**config.mk**
```make
export PLATFORM = sky130hd
export DESIGN_NAME = logic_tile
export DESIGN_NICKNAME = d
export VERILOG_FILES = /design/src/hw/logic_tile_pkg.sv /design/src/hw/logic_tile.sv
export VERILOG_INCLUDE_DIRS = /design/src /design/src/hw
export SDC_FILE = /design/constraint.sdc
export NUM_CORES = 1
export LEC_CHECK = 0
export CORE_MARGIN = 3
export CORE_UTILIZATION = 45
export DETAILED_ROUTE_END_ITERATION = 10
export DONT_BUFFER_PORTS = 1
export SLEW_MARGIN = 20
export SYNTH_ARGS = -nofsm -noshare
export SYNTH_HDL_FRONTEND = slang
export SYNTH_SLANG_ARGS = --single-unit
```
**constraint.sdc**
```tcl
create_clock -name ref_clk -period 5.4 [get_ports ref_clk]
set_input_delay 0 -clock ref_clk [delete_from_list [all_inputs] [get_ports ref_clk]]
set_output_delay 0 -clock ref_clk [all_outputs]
set_load 0.02 [all_outputs]
```
**src/hw/logic_tile_cfg.svh**
```systemverilog
// Contract
// - one 8-bit alu result every cycle
// - accumulators are alu sources and sinks
// - operand registers feed alu, never written by it (bus only)
// - two four-byte queues load or capture
// - bus reads and writes six working registers
// - eight 16-bit config words select operation
// - inc dec add sub and or xor pass
// - shift, swap and or-mask after alu
// - two masked comparators, second one with selectable operand pair
// - zero, ones, overflow; selectable routed outputs
// - programmable msb for arithmetic and shift
// - crc or prs step each cycle, chainable
// - each queue input or output buffer
// - queue status selectable as outputs
// - carry, shift, conditions chain to neighbours
// - carry and shift out registered, reusable
// - six routing inputs and six outputs
// - control bits drive the eight ctrl_out outputs
// - status register read-only from routing
// - sticky status bit cleared on read
// - separate enables for datapath and status capture
`ifndef LOGIC_TILE_CFG_SVH
`define LOGIC_TILE_CFG_SVH
`define ADDR_ACC0 8'h00
`define ADDR_ACC1 8'h04
`define ADDR_OPR0 8'h08
`define ADDR_OPR1 8'h0C
`define ADDR_Q0 8'h10
`define ADDR_Q1 8'h14
`define ADDR_CTRL 8'h18
`define ADDR_STAT 8'h1C
`define ADDR_STKMSK 8'h20
`define ADDR_MASK 8'h24
`define ADDR_POLY 8'h28
`define ADDR_CMPMSK 8'h2C
`define ADDR_OUTSEL 8'h30
`define ADDR_MISC 8'h34
`define ADDR_CFG_BASE 8'h40
`define ADDR_CFG_TOP 8'h5C
`define Q_DEPTH 4
`endif

```
**src/hw/logic_tile_pkg.sv**
```systemverilog
package logic_tile_pkg;
  typedef enum logic [2:0] {op_pass, op_inc, op_dec, op_add, op_sub, op_and, op_or, op_xor} alu_op_e;
  typedef enum logic [1:0] {sh_none, sh_left, sh_right, sh_swap} shift_e;
  // config word: [15:13] op, [12:11] src a, [10:9] src b, [8:7] shift,
  // [6] dest acc1, [5] write enable, [4] queue0 load, [3] queue1 load,
  // [2] or-mask enable, [1] crc mode, [0] carry from registered carry
  typedef struct packed {
    alu_op_e op;
    logic [1:0] src_a;
    logic [1:0] src_b;
    shift_e shift;
    logic dest1;
    logic wr_en;
    logic q0_ld;
    logic q1_ld;
    logic mask_en;
    logic crc;
    logic cy_reg;
  } cfg_word_s;
endpackage : logic_tile_pkg

```
**src/hw/logic_tile.sv**
```systemverilog
// The register addresses and strobed register access were left to the implementer.
`timescale 1ns/1ps
`include "logic_tile_cfg.svh"
module logic_tile
  import logic_tile_pkg::*;
(
  input wire logic ref_clk,
  input wire logic resetn,
  input wire logic [7:0] addr,
  input wire logic [7:0] wdata,
  input wire logic wr_stb,
  input wire logic rd_stb,
  output logic [7:0] rdata,
  input wire logic [5:0] route_in,
  output logic [5:0] route_out,
  output logic [7:0] ctrl_out,
  input wire logic carry_in_chain,
  input wire logic shift_in_chain,
  input wire logic cond_in_chain,
  output logic carry_out_chain,
  output logic shift_out_chain,
  output logic cond_out_chain
);
  typedef struct packed {
    logic [7:0] acc0;
    logic [7:0] acc1;
    logic [7:0] opr0;
    logic [7:0] opr1;
    logic [1:0][3:0][7:0] qmem;
    logic [1:0][1:0] wp;
    logic [1:0][1:0] rp;
    logic [1:0][2:0] cnt;
    logic [7:0] ctrl;
    logic [7:0] sticky;
    logic [7:0] stk_mask;
    logic [7:0] out_mask;
    logic [7:0] poly;
    logic [7:0] cmp_mask;
    logic [7:0] out_sel;
    logic [7:0] misc;
    logic [7:0][15:0] cfg;
    logic carry_r;
    logic shift_r;
    logic [7:0] rdata;
    logic [5:0] route_out;
    logic cy_o;
    logic sh_o;
    logic cd_o;
  } state_s;
  state_s s_reg;
  state_s s_next;
  cfg_word_s cw;
  logic [7:0] a;
  logic [7:0] b;
  logic [8:0] sum;
  logic [7:0] alu;
  logic [7:0] shv;
  logic [7:0] res;
  logic [7:0] msb_bit;
  logic [7:0] keep;
  logic cin;
  logic sin;
  logic msb_out;
  logic ovf;
  logic cmp0_eq;
  logic cmp0_lt;
  logic cmp1_eq;
  logic [11:0] conds;
  logic [7:0] status;
  logic dp_en;
  logic sc_en;
  logic [1:0] q_empty;
  logic [1:0] q_full;
  logic [1:0] q_dir_out;
  logic [1:0] q_push;
  logic [1:0] q_pop;
  logic [1:0][7:0] q_din;
  logic [1:0][7:0] q_head;
  logic [2:0] msb_pos;
  logic [7:0] bus_rd;
  logic [7:0] b_eff;
  logic a_top;
  logic b_top;
  logic r_top;
  logic cy_msb;
  logic fb;
  logic cfg_hit;
  logic cfg_hi;
  logic [2:0] cfg_idx;

  genvar gq;
  generate
    for (gq = 0; gq < 2; gq++)
    begin : g_q
      assign q_empty[gq] = (s_reg.cnt[gq] == 3'h0);
      assign q_full[gq] = (s_reg.cnt[gq] == 3'(`Q_DEPTH));
      assign q_head[gq] = s_reg.qmem[gq][s_reg.rp[gq]];
    end
  endgenerate

  // config ram window: low byte on even half-word, high byte on odd
  always_comb
  begin
    cfg_hit = (addr >= `ADDR_CFG_BASE) && (addr <= (`ADDR_CFG_TOP + 8'h03));
    cfg_hi = addr[1];
    cfg_idx = addr[4:2];
  end

  always_comb
  begin
    dp_en = s_reg.misc[0];
    sc_en = s_reg.misc[1];
    q_dir_out = s_reg.misc[3:2];
    msb_pos = s_reg.misc[6:4];
    cw = cfg_word_s'(s_reg.cfg[route_in[2:0]]);
    sin = route_in[3] | shift_in_chain;
    cin = cw.cy_reg ? s_reg.carry_r : carry_in_chain;

    // operand a may also come straight off a queue head
    unique case (cw.src_a)
      2'h0: a = s_reg.acc0;
      2'h1: a = s_reg.acc1;
      2'h2: a = q_head[0];
      2'h3: a = q_head[1];
    endcase
    unique case (cw.src_b)
      2'h0: b = s_reg.opr0;
      2'h1: b = s_reg.opr1;
      2'h2: b = s_reg.acc0;
      2'h3: b = s_reg.acc1;
    endcase

    sum = 9'h000;
    unique case (cw.op)
      op_pass: sum = {1'b0, a};
      op_inc: sum = {1'b0, a} + 9'h001;
      op_dec: sum = {1'b0, a} - 9'h001;
      op_add: sum = {1'b0, a} + {1'b0, b} + {8'h00, cin};
      op_sub: sum = {1'b0, a} - {1'b0, b};
      op_and: sum = {1'b0, a & b};
      op_or: sum = {1'b0, a | b};
      op_xor: sum = {1'b0, a ^ b};
    endcase

    // every arithmetic flag is taken at the programmed top bit
    msb_bit = 8'h01 << msb_pos;
    keep = (msb_bit << 1) - 8'h01;
    alu = sum[7:0];
    cy_msb = sum[4'(msb_pos) + 4'h1];
    b_eff = (cw.op == op_sub) ? ~b : b;
    a_top = (a & msb_bit) != 8'h00;
    b_top = (b_eff & msb_bit) != 8'h00;
    r_top = (sum[7:0] & msb_bit) != 8'h00;
    // signed overflow: like-signed operands giving an unlike-signed result
    ovf = 1'b0;
    if (cw.op == op_add || cw.op == op_sub)
    begin
      ovf = (a_top == b_top) && (r_top != a_top);
    end
    msb_out = a_top;

    // crc step folds in poly when top bit and serial in differ
    fb = msb_out ^ sin;
    if (cw.crc)
    begin
      alu = ((a << 1) & keep) ^ (fb ? (s_reg.poly & keep) : 8'h00);
    end

    unique case (cw.shift)
      sh_none: shv = alu;
      sh_left: shv = ((alu << 1) | {7'h00, sin}) & keep;
      sh_right: shv = (alu >> 1) | (sin ? msb_bit : 8'h00);
      sh_swap: shv = {alu[3:0], alu[7:4]};
    endcase
    res = cw.mask_en ? (shv | s_reg.out_mask) : shv;

    // both comparators share one mask register
    cmp0_eq = ((s_reg.acc0 ^ s_reg.opr0) & s_reg.cmp_mask) == 8'h00;
    cmp0_lt = (s_reg.acc0 & s_reg.cmp_mask) < (s_reg.opr0 & s_reg.cmp_mask);
    // second comparator pairing chosen by misc[7]
    if (s_reg.misc[7])
    begin
      cmp1_eq = ((s_reg.acc1 ^ s_reg.opr1) & s_reg.cmp_mask) == 8'h00;
    end
    else
    begin
      cmp1_eq = ((s_reg.acc0 ^ s_reg.acc1) & s_reg.cmp_mask) == 8'h00;
    end

    // condition vector, lowest index first
    conds[0] = cmp0_eq & cond_in_chain;
    conds[1] = cmp0_lt;
    conds[2] = cmp1_eq;
    conds[3] = s_reg.acc0 == 8'h00;
    conds[4] = s_reg.acc1 == 8'h00;
    conds[5] = s_reg.acc0 == 8'hFF;
    conds[6] = s_reg.acc1 == 8'hFF;
    conds[7] = ovf;
    conds[9:8] = q_empty;
    conds[11:10] = q_full;
    status = {route_in[5:4], conds[5:0]};
  end

  always_comb
  begin
    s_next = s_reg;
    q_push = 2'b00;
    q_pop = 2'b00;
    q_din = '0;
    bus_rd = 8'h00;

    // one datapath step per enabled clock
    if (dp_en)
    begin
      if (cw.wr_en)
      begin
        if (cw.dest1)
          s_next.acc1 = res;
        else
          s_next.acc0 = res;
      end
      s_next.carry_r = cy_msb;
      s_next.shift_r = msb_out;
      s_next.cy_o = cy_msb;
      s_next.sh_o = (cw.shift == sh_right) ? alu[0] : msb_out;
      s_next.cd_o = cmp0_eq;
      for (int q = 0; q < 2; q++)
      begin
        if ((q == 0 ? cw.q0_ld : cw.q1_ld))
        begin
          if (q_dir_out[q])
          begin
            q_push[q] = 1'b1;
            q_din[q] = (q == 0) ? res : s_reg.acc1;
          end
          else if (!q_empty[q])
          begin
            q_pop[q] = 1'b1;
            if (q == 0)
              s_next.acc0 = q_head[q];
            else
              s_next.acc1 = q_head[q];
          end
        end
      end
    end

    // status capture runs on its own enable
    if (sc_en)
    begin
      s_next.sticky = s_reg.sticky | (status & s_reg.stk_mask);
    end

    // reads only pop a queue or reload the sticky bits
    if (rd_stb)
    begin
      if (cfg_hit)
      begin
        if (cfg_hi)
          bus_rd = s_reg.cfg[cfg_idx][15:8];
        else
          bus_rd = s_reg.cfg[cfg_idx][7:0];
      end
      unique case (addr)
        `ADDR_ACC0: bus_rd = s_reg.acc0;
        `ADDR_ACC1: bus_rd = s_reg.acc1;
        `ADDR_OPR0: bus_rd = s_reg.opr0;
        `ADDR_OPR1: bus_rd = s_reg.opr1;
        `ADDR_Q0, `ADDR_Q1:
        begin
          if (q_dir_out[addr[2]] && !q_empty[addr[2]])
          begin
            bus_rd = q_head[addr[2]];
            q_pop[addr[2]] = 1'b1;
          end
        end
        `ADDR_CTRL: bus_rd = s_reg.ctrl;
        `ADDR_STAT:
        begin
          bus_rd = (status & ~s_reg.stk_mask) | s_reg.sticky;
          s_next.sticky = status & s_reg.stk_mask; // set wins over clear
        end
        `ADDR_STKMSK: bus_rd = s_reg.stk_mask;
        `ADDR_MASK: bus_rd = s_reg.out_mask;
        `ADDR_POLY: bus_rd = s_reg.poly;
        `ADDR_CMPMSK: bus_rd = s_reg.cmp_mask;
        `ADDR_OUTSEL: bus_rd = s_reg.out_sel;
        `ADDR_MISC: bus_rd = s_reg.misc;
        default: ;
      endcase
    end

    // bus write lands after the datapath step, so software wins a clash
    if (wr_stb)
    begin
      if (cfg_hit)
      begin
        if (cfg_hi)
          s_next.cfg[cfg_idx][15:8] = wdata;
        else
          s_next.cfg[cfg_idx][7:0] = wdata;
      end
      unique case (addr)
        `ADDR_ACC0: s_next.acc0 = wdata;
        `ADDR_ACC1: s_next.acc1 = wdata;
        `ADDR_OPR0: s_next.opr0 = wdata;
        `ADDR_OPR1: s_next.opr1 = wdata;
        `ADDR_Q0, `ADDR_Q1:
        begin
          if (!q_dir_out[addr[2]])
          begin
            q_push[addr[2]] = 1'b1;
            q_din[addr[2]] = wdata;
          end
        end
        `ADDR_CTRL: s_next.ctrl = wdata;
        `ADDR_STKMSK: s_next.stk_mask = wdata;
        `ADDR_MASK: s_next.out_mask = wdata;
        `ADDR_POLY: s_next.poly = wdata;
        `ADDR_CMPMSK: s_next.cmp_mask = wdata;
        `ADDR_OUTSEL: s_next.out_sel = wdata;
        `ADDR_MISC: s_next.misc = wdata;
        default: ;
      endcase
    end

    for (int q = 0; q < 2; q++)
    begin
      // full push is dropped, contents kept
      if (q_push[q] && !q_full[q])
      begin
        s_next.qmem[q][s_reg.wp[q]] = q_din[q];
        s_next.wp[q] = s_reg.wp[q] + 2'h1;
      end
      if (q_pop[q] && !q_empty[q])
        s_next.rp[q] = s_reg.rp[q] + 2'h1;
      s_next.cnt[q] = s_reg.cnt[q] + 3'(q_push[q] && !q_full[q]) - 3'(q_pop[q] && !q_empty[q]);
    end

    s_next.rdata = bus_rd;
    // two banks of six selectable condition outputs
    if (s_reg.out_sel[0])
    begin
      s_next.route_out = conds[11:6];
    end
    else
    begin
      s_next.route_out = conds[5:0];
    end
    if (s_reg.out_sel[1])
    begin
      s_next.route_out[5] = s_reg.shift_r; // serial data out
    end
  end

  always_ff @(posedge ref_clk or negedge resetn)
  begin
    if (!resetn)
      s_reg <= '0;
    else
      s_reg <= s_next;
  end

  // every output is a flop of the state struct
  assign rdata = s_reg.rdata;
  assign route_out = s_reg.route_out;
  assign ctrl_out = s_reg.ctrl;
  assign carry_out_chain = s_reg.cy_o;
  assign shift_out_chain = s_reg.sh_o;
  assign cond_out_chain = s_reg.cd_o;
endmodule : logic_tile

```
==> impl_results.md, run 1 <==
- DR pass1 iterations: 6
- Reg2reg path depth: 20
- Initial antenna violation count: 1
- Critical path type: reg2reg
- Worst EP arrival: 5.60 ns
- Static Leak: 10.3 nW
- Drt via density: 6.62
- Maximum clock path buffer count: 3
- Async SR Flop Fraction: 100%
- Die Span Y: 221 µm
- RSZ-0062 raised after global routing: no
- Clock latency on the worst-skew pair: 0.57 ns
- Gr usage total: 30.9%
- Relative slew slack: 28.0%
- CP Max Fanout: 5
- Ys Warns: 0
- Cell total after placement: 2,505
- Fillers: 4,100
- Largest net degree at the start of global routing: 321
- Critical Path End Type: flip-flop
- Antenna Violating Nets Remaining: 0
- Area contributors post-synth: dfrtp_1, mux2_2, mux4_2
- Mean post-synth cell area: 10.5 µm²
- Clock Sinks: 320
- Core area: 45,600 µm²
- GR Overflow Total: 0
- Max Clock Freq: 0.194 GHz
- Most frequent cells after synthesis: dfrtp_1, mux2_2, nand2_1, nor2_1, o21ai_0
- Run status: complete, but fails checks
- Maxcap violations: 0
- Setup TNS: 0 ns
- Mapped Cells: 1,982
- Number of I/O port buffers: 0
- First-pass GRT wire length: 114,000 µm
- Layout cell share with drive strength beyond 1: 25.4%
- Critical Path Source Type: flip-flop
- Max reg flops: 289
- Post-Syn Nets: 2,068
- Iteration-0 DRC Markers: 2,207
- Layout Nets: 2,068
- Power Density: 328 nW/µm²
- Vias in the first global route: 16,996
- Die width: 221 µm
- Dpl cell area: 21,500 µm²
- Finished Layout Cells: 2,612
- Total number of H-tree levels: 2
- DRC viols: 0
- Finished layout cell area: 23,400 µm²
- Netlist cell types: 79
- Synthesized area: 20,800 µm²
- Synth top area share: 38.5%
- Period utilization: 95.5%
- Final min period: 5.15 ns
- Endpoints failing hold: 321
- Min-Delay Path Class: in2async
- Area growth, synth to finish: 12.3%
- Final setup viols: 0
- Hold slack final: -0.864 ns
- Top_reg_cell synth: dfrtp_1
- Post-synth EDFFs: 0
- IO Pins: 54
- Largest area contributor in the netlist: dfrtp_1
- Post-synthesis sequential area ratio: 38.5%
- Clock Skews: 0.0143 ns
- Failing checks: negative hold slack
- WL final: 76,800 µm
- Wirelength per Cell: 29.4 µm
- Initial core utilization: 45.7%
- Clock root cell: clkbuf_16
- Required @ worst endpoint: 5.84 ns
- Hpwl dp: 53,800 µm
- #FFs+latches synth: 320
- Area of the die: 48,900 µm²
- CTS tree: yes
- Most common cell in the netlist: dfrtp_1
- Hold_buf cts: 35
- Rows: 78
- Worst-path clk slew: 0.06 ns
- Peak supply drop: 0.238 mV
- Worst Tran Pin Value: 1.05 ns
- Fin. max-slew vios: 0
- Via Count: 17,299
- TritonCTS Buffers: 39
- Final Wtd Congestion: 1.02
critical path, cell delays in order (launching register included):
cell and delay, ns:
dfrtp_1 0.38, mux2i_1 0.08, mux4_2 0.59, mux2i_1 0.38
mux2i_1 0.16, inv_1 0.22, ha_1 0.19, inv_1 0.06
fa_1 0.46, a21oi_1 0.21, o21ai_0 0.19, o32ai_1 0.16
o22ai_1 0.16, a21oi_2 0.19, a2111oi_2 0.08, buf_4 0.18
a211oi_4 0.35, o21ai_1 0.13, a2111o_1 0.34, a22o_1 0.24
mux2_2 0.27
cell type report:
type,instances,area [µm²],area share [%]
Inverter,57,214,0.916
Clock buffer,50,1070,4.57
Sequential cell,320,8010,34.3
Multi-Input combinational cell,1455,12000,51.5
Antenna cell,1,2.50,0.0107
Tap cell,600,751,3.21
Clock inverter,20,283,1.21
Timing Repair Buffer,109,998,4.27
metal layers:
layer,vias to the layer above,wire length [µm],global-route usage [%]
li1,7372,-,-
met1,8841,31500,42.2
met2,844,34600,47.6
met3,242,6090,5.74
met4,0,4510,15.1
met5,-,0,0
cells in the final DEF, fill, tap and decap left out, types with 25 or more instances in the layout:
master	synthesis	layout
o21ai_1	24	25
xor2_1	34	34
a21oi_1	73	70
mux2_2	221	221
o21ai_0	103	102
dlygate4sd3_1	0	27
clkbuf_16	0	40
nand3_1	34	34
mux2i_1	65	59
dfrtp_1	320	318
mux4_2	93	93
and2_1	25	25
inv_1	56	56
nor2_1	131	130
nand2_1	181	181
a22oi_1	39	38
buf_4	22	73
ha_1	52	52
nor3_1	36	34
what timing repair did:
| item | 4_1_cts | 5_1_grt |
|---|---|---|
| gates resized for setup | 3 | 22 |
| buffers inserted | 0 | 1 |
| hold endpoints to repair | 617 | 320 |
| setup endpoints to repair | 9 | 43 |
| pin swaps | 0 | 3 |
kinds of logic after synthesis:
group,count (synthesis),share of synthesized area [%]
flops,320,38.5
buf+inv,207,4.27
mux,379,25.1
simple gates,527,12.0
compound gates,439,14.3
xor+xnor,53,2.23
fa+ha+maj,57,3.61
through the flow:
stage / worst slack (ns) / power (mW) / utilization [%]
after global routing: 0.0288 / 7.95 / 51.3
after detailed placement: -0.180 / 4.72 / 47.1
after floorplan: 0.0738 / 4.05 / -
after CTS: 0.0240 / 7.60 / 51.0
final: 0.245 / 7.66 / 51.3
after global placement: -0.311 / 4.71 / 47.1
power by group:
| group | switching, mW | internal [mW] | leakage [nW] |
|---|---|---|---|
| Sequential | 0.230 | 2.57 | 4.31 |
| Clock | 1.10 | 1.70 | 0.652 |
| Combinational | 1.20 | 0.870 | 5.33 |
final timing paths:
check / start / end / slack (ns)
worst max-delay path: s_reg[78]$_DFFE_PN0P_ / s_reg[230]$_DFFE_PN0P_ / 0.25
worst min-delay path: resetn / s_reg[146]$_DFFE_PN0P_ / -0.86
worst max register to register: s_reg[78]$_DFFE_PN0P_ / s_reg[230]$_DFFE_PN0P_ / 0.25
worst min register to register: s_reg[262]$_DFFE_PN0P_ / s_reg[262]$_DFFE_PN0P_ / 0.48
max in group asynchronous: resetn / s_reg[219]$_DFFE_PN0P_ / 5.68
min in group ref_clk: addr[2] / s_reg[221]$_DFFE_PN0P_ / 0
(Power assumes the default switching activity.)
==> run 2, diff against run 1 <==
CORE_MARGIN = 4   (was 3)
CORE_UTILIZATION = 25   (was 45)
==> run 2 against run 1 <==
The flow still finishes with violations (negative hold slack); die area grew 80%; critical path depth grew 1; flip-flop and latch count is the same; wire length shrank 4.7%; via count shrank 2.0%; first-iteration DRC count shrank 5.1%; global-route usage shrank 15 points; sequential share of layout area shrank 0.54 points; clock-buffer cell count grew 3; cell count grew 17%; largest cell class unchanged; largest power group unchanged.
==> impl_results.md, run 2 (synthesized netlist as in run 1, its figures left out) <==
- Run status: complete, but fails checks
- Failing checks: negative hold slack
- Required @ worst endpoint: 5.83 ns (about the same)
- Clock Power Share: 36.1% (-0.3 points)
- CP Max Fanout: 6 (+1)
- Maxcap violations: 0 (unchanged)
- Layout Utilization: 28.9% (-22 points)
- Peak supply drop: 0.244 mV (+2.6%)
- Core area: 82,200 µm² (+80%)
- Initial core utilization: 25.3% (-20 points)
- WL final: 73,100 µm (-4.7%)
- Postcts setup bufs: 0 (unchanged)
- Final min period: 5.17 ns (+0.0112 ns)
- Maximum clock path buffer count: 3 (unchanged)
- Vias in the first global route: 16,386 (-3.6%)
- CP max-delay cell: mux4_2
- RSZ-0062 raised after global routing: no
- Initial antenna violation count: 5 (+4)
- Area of the die: 87,900 µm² (+80%)
- Gr usage total: 16.3% (-15 points)
- Comb power frac: 26.3% (-0.8 points)
- Endpoints failing hold: 320 (-0.31%)
- Reg2reg path depth: 21 (+5.0%)
- Worst-path clk slew: 0.06 ns (about the same)
- Reg area: 8010 µm² (about the same)
- Die width: 297 µm (+34%)
- Clock latency on the worst-skew pair: 0.56 ns (about the same)
- First-pass GRT wire length: 108,000 µm (-5.5%)
- Hold slack final: -0.853 ns (+0.0108 ns)
- CP max stage delay: 0.59 ns (about the same)
- Clock Skews: 0.0242 ns (+0.00982 ns)
- CP Cell Sequence: mux4_2 -> nor3b_2 -> or2_2 -> nand2_1 -> inv_1 -> ha_1 -> nand2b_1 -> ha_1 -> inv_1 -> fa_1 -> a21oi_2 -> o21ai_0 -> o32ai_1 -> o22ai_1 -> a21oi_1 -> a2111oi_1 -> a211oi_2 -> o21ai_1 -> a2111o_1 -> a22o_1 -> mux2_2
- Period utilization: 95.7% (+0.21 points)
- Layout Nets: 2,053 (-0.73%)
- Grt met1 use: 21.8% (-20 points)
- Relative slew slack: 24.2% (-3.8 points)
- TritonCTS Buffers: 38 (-2.6%)
- Psw: 2.42 mW (-4.3%)
- Rows: 105 (+35%)
- Met3 Use GR: 4.48% (-1.3 points)
- Critical Path End Type: flip-flop
- Most frequent cells in the layout: dfrtp_1, mux2_2, nand2_1, nor2_1, o21ai_0
- Area of the multi-input gates: 12,000 µm² (-0.60%)
- Most used routing layer: met2
- Worst EP arrival: 5.60 ns (about the same)
- Met2 Use GR: 24.5% (-23 points)
- Total number of H-tree levels: 2 (unchanged)
- Via Count: 16,952 (-2.0%)
- Fillers: 8,570 (+110%)
- Number of I/O port buffers: 0 (unchanged)
- Int Pwr: 5.05 mW (-1.5%)
- Setup TNS: 0 ns (unchanged)
- R2R setup slack: 0.23 ns (about the same)
- CTS tree: yes
- Flop pwr share: 37.6% (+1.1 points)
- Wirelength per Cell: 23.9 µm (-19%)
- GR Overflow Total: 0 (unchanged)
- IO Pins: 54 (unchanged)
- Clock Sinks: 320 (unchanged)
- Hpwl dp: 51,100 µm (-5.1%)
- Fin. max-slew vios: 0 (unchanged)
- Clock root cell: clkbuf_16
- Static Leak: 10.2 nW (-0.65%)
- Worst r2r src: s_reg[145]$_DFFE_PN0P_
- Antenna Violating Nets Remaining: 0 (unchanged)
- Area growth, synth to finish: 14.0%
- Most common cell after layout, fill and taps aside: dfrtp_1
- Drt via density: 5.53 (-16%)
- DRC viols: 0 (unchanged)
- Critical path type: reg2reg
- Min-Delay Path Class: in2async
- Worst Tran Pin Value: 1.11 ns (+0.0556 ns)
- DR pass1 iterations: 6 (unchanged)
- Sw frac: 32.4% (-0.62 points)
- Worst r2r dst: s_reg[254]$_DFFE_PN0P_
- Layout cell share with drive strength beyond 1: 24.2% (-1.1 points)
- Final Wtd Congestion: 0.992 (-2.3%)
- Max reg flops: 289 (unchanged)
- Largest net degree at the start of global routing: 321 (unchanged)
- Power Density: 315 nW/µm² (-3.9%)
- Final setup viols: 0 (unchanged)
- Die Span Y: 297 µm (+34%)
- Hold_buf cts: 33 (-5.7%)
- Max Clock Freq: 0.194 GHz (-0.22%)
- Critical Path Source Type: flip-flop
- Iteration-0 DRC Markers: 2,095 (-5.1%)
[run 2: how the worst max path moves through the flow]
stage | start | endpoint | cells after the start
6_report | s_reg[145]$_DFFE_PN0P_ | s_reg[254]$_DFFE_PN0P_ | 21
5_1_grt | s_reg[145]$_DFFE_PN0P_ | s_reg[230]$_DFFE_PN0P_ | 21
3_5_place_dp | s_reg[76]$_DFFE_PN0P_ | s_reg[239]$_DFFE_PN0P_ | 20
3_3_place_gp | s_reg[76]$_DFFE_PN0P_ | s_reg[316]$_DFF_PN0_ | 21
4_1_cts | s_reg[76]$_DFFE_PN0P_ | s_reg[239]$_DFFE_PN0P_ | 20
2_1_floorplan | route_in[1] | s_reg[230]$_DFFE_PN0P_ | 22
[run 2: power by group through the flow]
stage / sequential, mW / clock [mW] / combinational, mW
finish: 2.81 / 2.70 / 1.96
global route: 2.82 / 2.84 / 2.10
CTS: 2.80 / 2.74 / 1.89
global placement: 2.83 / 0 / 1.81
detailed placement: 2.84 / 0 / 1.81
floorplan: 2.71 / 0 / 1.34
[run 2: per-stage QoR]
step | instance area, µm² | worst slack, ns | instances | power, mW
after global placement | 22000 | 0.250 | 2964 | 4.64
after CTS | 23700 | 0.0935 | 3062 | 7.43
final | 23700 | 0.234 | 3065 | 7.48
after global routing | 23700 | 0.00832 | 3063 | 7.76
after floorplan | 20800 | 0.0738 | 1982 | 4.05
after detailed placement | 22000 | 0.0854 | 2964 | 4.65
[run 2: critical path, delay by kind of cell, from the launching register on]
kind	cells	cell delay, ns
compound gates	10	2.14
mux	2	0.86
simple gates	4	0.66
flops	1	0.40
fa+ha+maj	3	0.77
buf+inv	2	0.19
[run 2: per-layer routing]
metal	wire length (µm)	share of wire, %
met5	122	0.17
met4	3910	5.3
met3	7510	10
met2	31700	43
met1	29900	41
[run 2: final cells by class]
class / count / share of cell area (%)
repair buffers: 95 / 3.74
inverters: 57 / 0.901
multi-input cells: 1455 / 50.4
diodes: 3 / 0.0316
well taps: 1070 / 5.64
clock buffers: 53 / 4.80
clock inverters: 12 / 0.722
flip-flops and latches: 320 / 33.7
[run 2: timing repair]
item	4_1_cts	5_1_grt
endpoints found under the hold margin	617	320
setup endpoints to repair	0	35
gates resized for setup	0	8
==> run 3, diff against run 2 <==
clock period = 4.55 ns   (was 5.4 ns; I/O delays follow)
==> run 3 against run 2 <==
The run ends with negative hold slack, negative setup slack left; hold slack got worse by 0.0013 ns; clock power increased by 14%; non-clock buffer count increased by 157; cell count increased by 5.2%; critical path depth increased by 2; critical path type unchanged; largest power group unchanged; highest routed layer unchanged.
==> impl_results.md, run 3 (synthesized netlist as in run 1, its figures left out) <==
- Required @ worst endpoint: 5.03 ns (-0.80 ns)
- Maxcap violations: 0 (unchanged)
- Largest net degree at the start of global routing: 321 (unchanged)
- Layout Nets: 2,210 (+7.6%)
- First-pass GRT wire length: 115,000 µm (+6.5%)
- Via Count: 17,686 (+4.3%)
- GR Overflow Total: 0 (unchanged)
- Clock Skews: 0.0406 ns (+0.0164 ns)
- CP max-delay cell: mux4_2
- Clock latency on the worst-skew pair: 0.57 ns (about the same)
- Total number of H-tree levels: 2 (unchanged)
- Final min period: 4.73 ns (-0.432 ns)
- CP Max Fanout: 6 (unchanged)
- Clock root cell: clkbuf_16
- Worst EP arrival: 5.21 ns (-0.39 ns)
- Power Density: 370 nW/µm² (+18%)
- CTS tree: yes
- Iteration-0 DRC Markers: 2,002 (-4.4%)
- Die width: 297 µm (unchanged)
- Cell total after placement: 3,101 (+4.6%)
- Layout cell share with drive strength beyond 1: 33.3% (+9.1 points)
- Finished Layout Cells: 3,224 (+5.2%)
- Dpl cell area: 23,100 µm² (+5.0%)
- Hpwl dp: 54,700 µm (+6.9%)
- Initial antenna violation count: 7 (+2)
- IO Pins: 54 (unchanged)
- Finished layout cell area: 25,400 µm² (+7.1%)
- DR pass1 iterations: 6 (unchanged)
- Critical Path End Type: flip-flop
- Area of the die: 87,900 µm² (unchanged)
- CP max stage delay: 0.64 ns (+0.05 ns)
- Static Leak: 11.1 nW (+8.2%)
- Critical Path Source Type: flip-flop
- Period utilization: 104% (+8.4 points)
- Failing checks: negative hold slack, negative setup slack
- Worst Tran Pin Value: 1.10 ns (-0.00618 ns)
- Fillers: 8,473 (-1.1%)
- Layout Utilization: 30.9% (+2.0 points)
- Hold_buf cts: 35 (+6.1%)
- Fin. max-slew vios: 0 (unchanged)
- Max reg flops: 289 (unchanged)
- Number of I/O port buffers: 0 (unchanged)
- Vias in the first global route: 17,397 (+6.2%)
- Worst-path clk slew: 0.06 ns (about the same)
- Endpoints failing hold: 320 (unchanged)
- Gr usage total: 17.3% (+1.0 points)
- Final setup viols: 45 (+45)
- Pre-CTS worst setup slack: -0.339 ns (-0.424 ns)
- Min-Delay Path Class: in2async
- Worst path most repeated cell: buf_6
- Maximum clock path buffer count: 3 (unchanged)
- Relative slew slack: 26.5% (+2.2 points)
- Run status: complete, but fails checks
- Clock Sinks: 320 (unchanged)
- TritonCTS Buffers: 38 (unchanged)
- Core area: 82,200 µm² (unchanged)
- Area growth, synth to finish: 22.1%
- Drt via density: 5.49 (-0.82%)
- Antenna Violating Nets Remaining: 0 (unchanged)
- Die Span Y: 297 µm (unchanged)
- Final Wtd Congestion: 0.984 (-0.86%)
- Peak supply drop: 0.252 mV (+3.4%)
- DRC viols: 0 (unchanged)
- Max Clock Freq: 0.211 GHz (+9.1%)
- Most common cell after layout, fill and taps aside: dfrtp_1
- Wirelength per Cell: 23.9 µm (+0.37%)
- Most frequent cells in the layout: dfrtp_1, mux2_2, buf_4, nand2_1, nor2_1
- Critical path type: reg2reg
- Hold slack final: -0.855 ns (-0.00134 ns)
- WL final: 77,200 µm (+5.6%)
- Rows: 105 (unchanged)
- Initial core utilization: 25.3% (unchanged)
- Final worst slack: -0.184 ns (-0.418 ns)
- CP Cell Sequence: mux2i_1 -> mux4_2 -> mux2i_1 -> mux2i_2 -> inv_2 -> buf_4 -> ha_4 -> inv_2 -> fa_2 -> a21oi_4 -> o211a_1 -> nor2_1 -> o22ai_2 -> a21oi_2 -> a2111oi_4 -> a211oi_4 -> buf_6 -> buf_6 -> nor2_2 -> o21ai_1 -> and4b_1 -> buf_6 -> o31ai_4
- RSZ-0062 raised after global routing: yes
run 3: cell types whose count changed in the layout (fill, tap and decap cells not counted), sizes merged:
cell / before / now
buf: 70 / 224
bufinv: 4 / 2
clkbuf: 53 / 55
diode: 3 / 7
dlygate4sd3: 25 / 27
inv: 58 / 57
run 3: worst max-delay path: cells and delay by family (launching register included):
| family | cells | cell delay [ns] |
|---|---|---|
| AO/OA/AOI/OAI | 8 | 1.43 |
| multiplexers | 4 | 1.26 |
| AND/OR/NAND/NOR | 3 | 0.32 |
| adder cells (fa/ha/maj) | 2 | 0.52 |
| buffers and inverters | 6 | 0.73 |
| flip-flops | 1 | 0.38 |
run 3: report_power, final:
part	leakage [nW]	internal (mW)	switching, mW
registers	4.31	3.04	0.286
clock network	0.609	1.82	1.25
logic	6.14	1.41	1.60
run 3: through the flow:
stage / total power, mW / setup TNS, ns
CTS: 9.24 / -2.21
floorplan: 4.84 / 0
global placement: 5.85 / -8.61
global route: 9.78 / -12.50
detailed placement: 5.86 / -9.85
finish: 9.40 / -5.02
run 3: final cells by class:
type	instances	area, µm²	share of cell area [%]
repair buffers	252	2140	8.44
clock buffers	54	1110	4.38
clock inverters	9	128	0.502
multi-input cells	1455	12400	49.0
inverters	57	214	0.842
diodes	7	17.5	0.0689
flip-flops and latches	320	8010	31.5
well taps	1070	1340	5.27
run 3: per-layer routing:
metal / vias to the layer above / global-route usage, % / part of all wire (%)
met3: 195 / 4.29 / 10
met4: 2 / 6.61 / 4.5
met5: - / 0 / 0.017
met2: 923 / 26.5 / 44
met1: 8898 / 23.7 / 41
li1: 7668 / - / -
run 3: what timing repair did:
item	CTS	global route
gates cloned	0	1
buffers inserted	6	13
endpoints found under the setup margin	49	50
hold endpoints to repair	619	320
resized for setup	69	52
pin swaps	38	38
run 3: worst paths after layout:
check                                            start  slack, ns                      to  cells after the start
max in group asynchronous                       resetn       4.80  s_reg[182]$_DFFE_PN0P_                      0
min in group ref_clk                       route_in[2]       0.06    s_reg[305]$_DFF_PN0_                      5
worst min register to register  s_reg[279]$_DFFE_PN0P_       0.47  s_reg[279]$_DFFE_PN0P_                      2
worst max register to register  s_reg[142]$_DFFE_PN0P_      -0.18    s_reg[315]$_DFF_PN0_                     23
worst max-delay path            s_reg[142]$_DFFE_PN0P_      -0.18    s_reg[315]$_DFF_PN0_                     23
worst min-delay path                            resetn      -0.85  s_reg[129]$_DFFE_PN0P_                      0
